===== src/core/lmx_pkg.sv =====
// Constants for the LED matrix control and status register bank.
// Assumes an 8-bit register port with byte addresses from the serial port.
package lmx_pkg;
    localparam logic [7:0] LMX_ADDR_STATUS = 8'h1A;
    localparam logic [7:0] LMX_ADDR_MASK = 8'h1B;
    localparam logic [7:0] LMX_ADDR_DETECT = 8'h1C;
    localparam logic [7:0] LMX_ADDR_DRV_EN = 8'h1D;
    localparam logic [7:0] LMX_ADDR_PWM1 = 8'h1E;
    localparam logic [7:0] LMX_ADDR_PWM7 = 8'h24;
    localparam logic [7:0] LMX_ADDR_SCALE = 8'h25;
    localparam logic [7:0] LMX_ADDR_SEL_FIRST = 8'h2D;
    localparam logic [7:0] LMX_ADDR_SEL_LAST = 8'h74;
    localparam logic [7:0] LMX_RST_STATUS = 8'h00;
    localparam logic [7:0] LMX_RST_MASK = 8'h0F;
    localparam logic [7:0] LMX_RST_ZERO = 8'h00;
    localparam int LMX_BIT_TEST = 3;
    localparam int LMX_BIT_OPEN = 2;
    localparam int LMX_BIT_SHORT = 1;
    localparam int LMX_BIT_FRAME = 0;
    localparam int LMX_BIT_FADE_DBL = 7;
    localparam int LMX_BIT_PWM_ON = 6;
    localparam int LMX_NUM_DRV = 7;
    localparam int LMX_DUTY_W = 6;
    localparam int LMX_NUM_SEL = 72;
    localparam logic [2:0] LMX_SEL_DET_ON = 3'h4;
    localparam logic [2:0] LMX_SEL_OPEN = 3'h5;
    localparam logic [2:0] LMX_SEL_SHORT = 3'h6;
    localparam logic [1:0] LMX_SCALE_X1 = 2'h0;
    localparam logic [1:0] LMX_SCALE_QTR = 2'h1;
    localparam logic [1:0] LMX_SCALE_HALF = 2'h2;
    localparam logic [1:0] LMX_SCALE_X2 = 2'h3;
    localparam int LMX_STEP_NS = 1000;
    localparam int LMX_CLK_NS = 4;
    localparam int LMX_STEP_CYC = (LMX_STEP_NS + LMX_CLK_NS - 1) / LMX_CLK_NS;
endpackage : lmx_pkg


===== src/core/lmx_pwm.sv =====
// One shared LED driver: PWM duty counter with fade or firefly ramping.
// Assumes a one-cycle step enable from the register bank's divider.
`timescale 1ns/10ps
module lmx_pwm #(
    parameter int DUTY_W = 6
) (
    input wire logic mclk_in, // System clock
    input wire logic rst_n_in, // Async reset, active low
    input wire logic step_in, // Time base pulse
    input wire logic on_in, // Driver enabled
    input wire logic pwm_on_in, // PWM mode, else firefly
    input wire logic [DUTY_W-1:0] duty_in, // Target duty code
    input wire logic [2:0] time_in, // Step delay in both modes
    input wire logic fade_dbl_in, // Doubles the PWM-mode step delay while up_q is low
    input wire logic [1:0] hi_scale_in, // Max-duty time scale
    input wire logic [1:0] lo_scale_in, // Time scale at every level below max duty
    output logic drive_out // Driver gate
);
    logic [DUTY_W-1:0] phase_q;
    logic [DUTY_W-1:0] level_q;
    logic [DUTY_W-1:0] level_d;
    logic [9:0] wait_q;
    logic [9:0] wait_d;
    logic up_q;
    logic up_d;
    logic [9:0] base;
    logic [9:0] delay;
    logic at_top;
    logic at_bot;
    logic [1:0] scale;

    // Scale a base count by a two-bit code
    function automatic logic [9:0] lmx_scale(input logic [9:0] b,
                                             input logic [1:0] c);
        case (c)
            lmx_pkg::LMX_SCALE_QTR: lmx_scale = b >> 2;
            lmx_pkg::LMX_SCALE_HALF: lmx_scale = b >> 1;
            lmx_pkg::LMX_SCALE_X2: lmx_scale = b << 1;
            default: lmx_scale = b;
        endcase
    endfunction : lmx_scale

    // Step delay; zero code means instant change
    assign base = {5'h00, time_in, 2'h0};
    assign at_top = level_q == duty_in;
    assign at_bot = level_q == '0;
    // Firefly dwell at the extremes uses the shared scales
    assign scale = at_top ? hi_scale_in
        : lo_scale_in;
    // Doubled PWM-mode delay when asked and up_q is low; firefly ignores fade_dbl_in and uses the scales
    assign delay = pwm_on_in
        ? ((!up_q && fade_dbl_in) ? (base << 1) : base)
        : lmx_scale(base, scale);

    // Set level to duty after the step delay, or bounce in firefly mode
    always_comb
    begin
        level_d = level_q;
        wait_d = wait_q;
        up_d = up_q;
        if (!on_in)
        begin
            level_d = '0;
            up_d = 1'b1;
        end
        else if (step_in)
        begin
            if (wait_q != '0)
                wait_d = wait_q - 10'h001;
            else
            begin
                wait_d = delay;
                if (pwm_on_in)
                    level_d = duty_in;
                else if (up_q)
                begin
                    if (at_top)
                        up_d = 1'b0;
                    else
                        level_d = level_q + 1'b1;
                end
                else if (at_bot)
                    up_d = 1'b1;
                else
                    level_d = level_q - 1'b1;
            end
        end
    end

    // Duty compare: code over 64 of the period
    always_ff @(posedge mclk_in or negedge rst_n_in)
    begin
        if (!rst_n_in)
        begin
            phase_q <= '0;
            level_q <= '0;
            wait_q <= '0;
            up_q <= 1'b1;
            drive_out <= 1'b0;
        end
        else
        begin
            phase_q <= phase_q + 1'b1;
            level_q <= level_d;
            wait_q <= wait_d;
            up_q <= up_d;
            drive_out <= on_in && (phase_q < level_q);
        end
    end
endmodule : lmx_pwm


===== src/core/lmx_regs.sv =====
// Control and status register bank of the LED matrix driver.
// Assumes a decoded byte register port from the serial interface and
// one-cycle event pulses from the matrix scan and detection logic.
`timescale 1ns/10ps
module lmx_regs #(
    parameter int NUM_DRV = lmx_pkg::LMX_NUM_DRV,
    parameter int DUTY_W = lmx_pkg::LMX_DUTY_W
) (
    input wire logic mclk_in, // System clock, 250 MHz
    input wire logic rst_n_in, // Async reset, active low
    input wire logic wr_en_in, // Register write strobe
    input wire logic rd_en_in, // Register read strobe
    input wire logic [7:0] addr_in, // Register address
    input wire logic [7:0] wdata_in, // Write data
    input wire logic test_done_in, // Detection run finished
    input wire logic open_fault_in, // Open LED seen
    input wire logic short_fault_in, // Shorted LED seen
    input wire logic frame_end_in, // Scroll frame finished
    input wire logic [2:0] led_sel_in, // Select field of scanned LED
    output logic [7:0] rdata_out, // Read data
    output logic int_n_out, // Interrupt, active low
    output logic detect_on_out, // Detection running
    output logic matrix_run_out, // Matrix operation forced on
    output logic [NUM_DRV-1:0] drive_out, // Shared driver gates
    output logic [4:0] repeat_out, // Duty repeats per scan
    output logic det_led_out // Scanned LED under test
);
    ////////////////////////////////////////////////////////////////////////
    // Register storage
    logic [3:0] status_q;
    logic [3:0] status_d;
    logic [3:0] mask_q;
    logic detect_q;
    logic [7:0] drv_en_q;
    logic [7:0] pwm_q [NUM_DRV];
    logic [7:0] scale_q;
    logic [7:0] time_q [NUM_DRV];
    logic [$clog2(lmx_pkg::LMX_STEP_CYC+1)-1:0] div_q;
    logic step_q;
    logic [NUM_DRV-1:0] drv_gate;

    ////////////////////////////////////////////////////////////////////////
    // Address decode
    wire wr_status = wr_en_in && addr_in == lmx_pkg::LMX_ADDR_STATUS;
    wire wr_mask = wr_en_in && addr_in == lmx_pkg::LMX_ADDR_MASK;
    wire wr_detect = wr_en_in && addr_in == lmx_pkg::LMX_ADDR_DETECT;
    wire wr_drv_en = wr_en_in && addr_in == lmx_pkg::LMX_ADDR_DRV_EN;
    wire wr_scale = wr_en_in && addr_in == lmx_pkg::LMX_ADDR_SCALE;
    wire in_pwm = addr_in >= lmx_pkg::LMX_ADDR_PWM1
        && addr_in <= lmx_pkg::LMX_ADDR_PWM7;
    wire [7:0] pwm_off = addr_in - lmx_pkg::LMX_ADDR_PWM1;
    wire in_time = addr_in > lmx_pkg::LMX_ADDR_SCALE
        && addr_in < lmx_pkg::LMX_ADDR_SEL_FIRST;
    wire [7:0] time_off = addr_in - lmx_pkg::LMX_ADDR_SCALE - 8'h01;
    wire [3:0] events = {test_done_in, open_fault_in, short_fault_in,
        frame_end_in};

    // Hardware set beats a same-cycle clear; writing one never sets
    assign status_d =
        (wr_status ? (status_q & wdata_in[3:0])
        : status_q)
        | events;

    ////////////////////////////////////////////////////////////////////////
    // Read data: detect register is write-only and reads zero
    wire [7:0] rd_word =
        (addr_in == lmx_pkg::LMX_ADDR_STATUS) ? {4'h0, status_q} :
        (addr_in == lmx_pkg::LMX_ADDR_MASK) ? {4'h0, mask_q} :
        (addr_in == lmx_pkg::LMX_ADDR_DRV_EN) ? drv_en_q :
        in_pwm ? pwm_q[pwm_off[2:0]] :
        (addr_in == lmx_pkg::LMX_ADDR_SCALE) ? scale_q :
        in_time ? time_q[time_off[2:0]] : 8'h00;

    // Scan-time select decode for detection and default brightness
    wire sel_det = detect_q && (led_sel_in == lmx_pkg::LMX_SEL_DET_ON
        || led_sel_in == lmx_pkg::LMX_SEL_OPEN
        || led_sel_in == lmx_pkg::LMX_SEL_SHORT);
    wire [4:0] rpt = (led_sel_in == 3'h0)
        ? ({1'b0, scale_q[3:0]} + 5'h01) : 5'h01;
    wire [NUM_DRV-1:0] sel_hot = (led_sel_in == 3'h0 || detect_q)
        ? '0 : NUM_DRV'(1) << (led_sel_in - 3'h1);

    ////////////////////////////////////////////////////////////////////////
    // Control and status registers
    always_ff @(posedge mclk_in or negedge rst_n_in)
    begin
        if (!rst_n_in)
        begin
            status_q <= lmx_pkg::LMX_RST_STATUS[3:0];
            mask_q <= lmx_pkg::LMX_RST_MASK[3:0];
            detect_q <= 1'b0;
            drv_en_q <= lmx_pkg::LMX_RST_ZERO;
            scale_q <= lmx_pkg::LMX_RST_ZERO;
        end
        else
        begin
            status_q <= status_d;
            if (wr_mask)
                mask_q <= wdata_in[3:0];
            if (wr_detect)
                detect_q <= wdata_in[0];
            if (wr_drv_en)
                drv_en_q <= wdata_in;
            if (wr_scale)
                scale_q <= wdata_in;
        end
    end

    // Per-driver PWM and time registers, indexed by address offset
    always_ff @(posedge mclk_in or negedge rst_n_in)
    begin
        if (!rst_n_in)
        begin
            for (int i = 0; i < NUM_DRV; i++)
            begin
                pwm_q[i] <= lmx_pkg::LMX_RST_ZERO;
                time_q[i] <= lmx_pkg::LMX_RST_ZERO;
            end
        end
        else if (wr_en_in)
        begin
            if (in_pwm)
                pwm_q[pwm_off[2:0]] <= {1'b0, wdata_in[6:0]};
            if (in_time)
                time_q[time_off[2:0]] <= {1'b0, wdata_in[6:0]};
        end
    end

    ////////////////////////////////////////////////////////////////////////
    // Step time base, shared by all drivers to keep them in phase
    always_ff @(posedge mclk_in or negedge rst_n_in)
    begin
        if (!rst_n_in)
        begin
            div_q <= '0;
            step_q <= 1'b0;
        end
        else
        begin
            step_q <= div_q == '0;
            div_q <= (div_q == '0) ? $bits(div_q)'(lmx_pkg::LMX_STEP_CYC - 1)
                : div_q - 1'b1;
        end
    end

    // Seven shared drivers
    for (genvar g = 0; g < NUM_DRV; g++)
    begin : g_drv
        lmx_pwm #(
            .DUTY_W(DUTY_W)
        ) u_pwm (
            .mclk_in(mclk_in),
            .rst_n_in(rst_n_in),
            .step_in(step_q),
            .on_in(drv_en_q[g]),
            .pwm_on_in(pwm_q[g][lmx_pkg::LMX_BIT_PWM_ON]),
            .duty_in(pwm_q[g][DUTY_W-1:0]),
            .time_in(time_q[g][6:4]),
            .fade_dbl_in(drv_en_q[lmx_pkg::LMX_BIT_FADE_DBL]),
            .hi_scale_in(scale_q[7:6]),
            .lo_scale_in(scale_q[5:4]),
            .drive_out(drv_gate[g])
        );
    end

    ////////////////////////////////////////////////////////////////////////
    // Outputs, all registered
    always_ff @(posedge mclk_in or negedge rst_n_in)
    begin
        if (!rst_n_in)
        begin
            rdata_out <= 8'h00;
            int_n_out <= 1'b1;
            detect_on_out <= 1'b0;
            matrix_run_out <= 1'b0;
            drive_out <= '0;
            repeat_out <= 5'h01;
            det_led_out <= 1'b0;
        end
        else
        begin
            if (rd_en_in)
                rdata_out <= rd_word;
            int_n_out <= ~|(status_d & ~mask_q);
            detect_on_out <= detect_q;
            matrix_run_out <= detect_q;
            drive_out <= drv_gate & sel_hot;
            repeat_out <= rpt;
            det_led_out <= sel_det;
        end
    end
endmodule : lmx_regs


===== config.mk =====
export PLATFORM = sky130hd
export DESIGN_NAME = lmx_regs
export DESIGN_NICKNAME = d
export VERILOG_FILES = /design/src/core/lmx_pkg.sv /design/src/core/lmx_pwm.sv /design/src/core/lmx_regs.sv
export SDC_FILE = /design/constraint.sdc
export NUM_CORES = 1
export LEC_CHECK = 0
export ABC_AREA = 1
export BUFFER_PORTS_ARGS = -buffer_cell sky130_fd_sc_hd__buf_2
export CORE_AREA = 3 3 232 234
export DETAILED_ROUTE_END_ITERATION = 8
export DIE_AREA = 0 0 235 237
export SETUP_SLACK_MARGIN = 0.05
export SKIP_CTS_REPAIR_TIMING = 1
export SLEW_MARGIN = 30
export SYNTH_ARGS = -nofsm -noshare
export SYNTH_HDL_FRONTEND = slang
export SYNTH_HIERARCHICAL = 1
export SYNTH_SLANG_ARGS = --single-unit

===== constraint.sdc =====
create_clock -name mclk_in -period 1.95 [get_ports mclk_in]
set_input_delay 0.0975 -clock mclk_in [delete_from_list [all_inputs] [get_ports mclk_in]]
set_output_delay 0.0975 -clock mclk_in [all_outputs]
set_load 0.01 [all_outputs]

==> summary.txt <==
Yosys
  • Area share of the largest cell type after synthesis: a little under two fifths
  • Mapped Nets: about 2900
  • Gate Count Post-Synth: 2756
  • Leading post-synthesis cells by cell area: dfrtp_1, nand2_1, ha_1
  • Post-synthesis cell area: between 0.02 and 0.025 sq mm
  • Post-synth EDFFs: 0
  • Number of synthesized register bits: roughly 320
  • Avg Inst Size Synth: 7.53 sq um
  • Ys flop type: dfrtp_1
  • Synth Warn #: 6
  • Yosys cell types: slightly above 50
  • Area leader, netlist: dfrtp_1
  • Seq/Total Area, Yosys: 39.0%
  • Asr flop ratio synth: 100%

Finish
  • Nets: roughly 3100
  • Filler cells: approximately 5100
  • Share of post-route cells with drive strength above 1: 18.1%
  • Area grow syn2layout: 17.2%
  • Commonest non-fill, non-tap cells in the layout: nand2_1, dfrtp_1, inv_1
  • Design area: about 0.024 sq mm
  • Most common cell after layout, fill and taps aside: nand2_1

GRT
  • Gr usage total: roughly 22%
  • M2 GR Usage: between 30% and 40%
  • GR Util met1: a little under a third
  • First-pass GRT wire length: 98600 um
  • Initial antenna violation count: 2
  • Largest net degree at the start of global routing: 55
  • GR peak layer: met2
  • Met3 Use GR: 3.34%
  • GRT overflow: 0
  • Vias in the first global route: 17816

STA
  • Fmax: between 0.5 and 0.6 GHz
  • Max-slew headroom: a little under half
  • Hold Vio Cnt, Final: 0
  • Final worst-path setup slack: about 0.065 ns
  • Worst Clk Skew: between 0.015 and 0.02 ns
  • Max-slew violations: 0
  • Period utilization: 96.7%
  • Final setup viols: 0
  • RSZ-0062 raised after global routing: true
  • Worst slew pin tran: between 0.8 and 0.9 ns
  • Min cycle time layout: between 1.5 and 2 ns
  • Final Hold Slack: between 0.04 and 0.05 ns

Critical path
  • Critical path capture point type: flop
  • Startpoint types: flop
  • Req. time, crit path: around 2.4 ns
  • Worst Path Arrival: around 2.4 ns
  • Crit path from: g_drv[6].u_pwm/up_q
  • Crit path kind: reg2reg
  • Worst flop-to-flop path startpoint: g_drv[6].u_pwm/up_q
  • Critical path fanouts, max: 4

Die
  • Die ar.: 0.0557 sq mm
  • Die Y: roughly 240 um
  • Initial Util: between 30% and 40%
  • # rows: 84
  • Overall die width: 235 um
  • I/O Pins: between 50 and 60
  • Core Area: roughly 0.052 sq mm

Place
  • Cell area after placement: approximately 0.023 sq mm
  • I/O Buffers: 50
  • GP Congestion: between 0.9 and 1
  • Pre-CTS setup slack: -0.0544 ns
  • Post-detail-place hpwl: between 40000 and 50000 um

Detailed routing
  • # DRC: 0
  • Post-route ant nets: 0
  • Vias: around 19000
  • DR pass1 iterations: 5
  • Via/cell ratio: 5.20
  • Drt wl/cell: approximately 17 um
  • 1st-iter DRT viols: 1556
  • Final wirelength: approximately 63000 um

Worst hold path
  • HP Class: in2reg
  • Hold_sp: wr_en_in

Clock tree
  • CTS max path bufs: 3
  • Worst skew pair latency: 0.56 ns
  • CTS tree: yes
  • Inserted Clock Buffers: 39
  • Sink Count: 323
  • Clk Tree Root Cell: clkbuf_16
  • Reg clk slew, reported paths: around 0.06 ns
  • H-tree depth: 2

Flow run
  • Total of max-cap violations: 0

Power and ir drop
  • Leakage power: approximately 12 nW
  • VDD IR max: between 0.4 and 0.5 mV
  • Pwr Density: between 700 and 800 mW/mm^2

Status
  • Status: finished, final reports clean
[metrics by stage]
| stage | std cells | TNS [ns] | total power, mW | util (%) |
|---|---|---|---|---|
| global placement | 3547 | -0.200 | 11.2 | 43.1 |
| detailed placement | 3547 | -0.305 | 11.3 | 43.1 |
| global route | 3644 | -0.361 | 19.6 | 46.5 |
| CTS | 3616 | 0 | 18.7 | 45.5 |
| finish | 3645 | 0 | 18.7 | 46.6 |
| floorplan | 2756 | 0 | 10.0 | - |
[cell usage after synthesis, types with 9 or more instances]
cell,count
o22ai_1,29
nor2_4,29
nand3_1,144
a22oi_1,14
nor2_2,18
inv_1,287
xnor2_1,38
xor2_1,31
nand2_2,59
ha_1,91
inv_2,51
nor4_1,13
a21oi_2,11
o21a_1,15
a31oi_1,18
nand3b_1,9
buf_2,19
a21oi_1,143
o21ai_1,13
nand4_1,58
dfstp_2,13
or2_2,11
nor3_1,27
nor2_1,232
o21ai_0,195
clkbuf_1,19
nand2_1,754
dfrtp_1,310
[cells by family (layout without fill, tap and decap cells)]
group / count (synthesis) / in the layout / share of synthesized area, %
AOI/OAI and AO/OA: 470 / 470 / 12.8
xor gates and xnor gates: 69 / 69 / 2.91
adders and majority gates: 98 / 98 / 6.16
buffers and inverters: 395 / 595 / 7.60
DFF: 323 / 323 / 39.0
other: 0 / 1 / 0
and+or+nand+nor: 1401 / 1401 / 31.4
[final cells by class]
class                   instances  area (sq um)  area share (%)
well taps                     688           861            3.54
multi-input cells            2038         11300            46.5
repair inverters                1          7.51          0.0309
diodes                          1          2.50          0.0103
clock inverters                 7           114           0.468
repair buffers                185          1450            5.96
inverters                     340          1290            5.30
clock buffers                  62          1160            4.78
flip-flops and latches        323          8130            33.4
[final timing paths]
| kind | endpoint | slack [ns] | cells past startpoint |
|---|---|---|---|
| min in group asynchronous | g_drv[4].u_pwm/wait_q[5] | 0.12 | 2 |
| hold reg to reg | div_q[0] | 0.44 | 1 |
| hold / removal | mask_q[3] | 0.04 | 3 |
| setup reg to reg | g_drv[6].u_pwm/level_q[4] | 0.06 | 11 |
| setup / recovery | g_drv[6].u_pwm/level_q[4] | 0.06 | 11 |
| max in group asynchronous | g_drv[3].u_pwm/up_q | 1.14 | 3 |
[power breakdown]
group          leakage (nW)  internal (mW)  switching, mW  total (mW)
clock                 0.627           4.47           2.88        7.35
combinational          6.73           1.24           2.37        3.61
sequential             4.20           7.09          0.615        7.70
total                  11.6           12.8           5.87        18.7
[flip-flops by register name (all words and copies together), names as in the netlist, 4 cells and up]
signal,count
div_q,8
drive_out,7
drv_en_q,8
g_drv.u_pwm/drive_out,7
g_drv.u_pwm/level_q,42
g_drv.u_pwm/phase_q,42
g_drv.u_pwm/up_q,7
g_drv.u_pwm/wait_q,70
mask_q,4
pwm_q,49
rdata_out,8
repeat_out,5
scale_q,8
status_q,4
time_q,49
[critical path, cell delays in order (launching register included)]
cell,delay (ns)
dfstp_2,0.55
inv_4,0.06
fa_2,0.38
nand2_2,0.09
nand2_1,0.07
a21oi_2,0.17
inv_2,0.06
a21oi_2,0.11
o21ai_1,0.07
o21ai_1,0.08
nor2_1,0.06
a21oi_1,0.12
[layer usage]
metal,vias to the layer above,share of wire (%),wire length (um)
met5,-,0,0
met2,521,46,29000
li1,9361,-,-
met4,0,2.8,1730
met1,8989,45,28400
met3,93,5.5,3430
(Power assumes the default switching activity.)
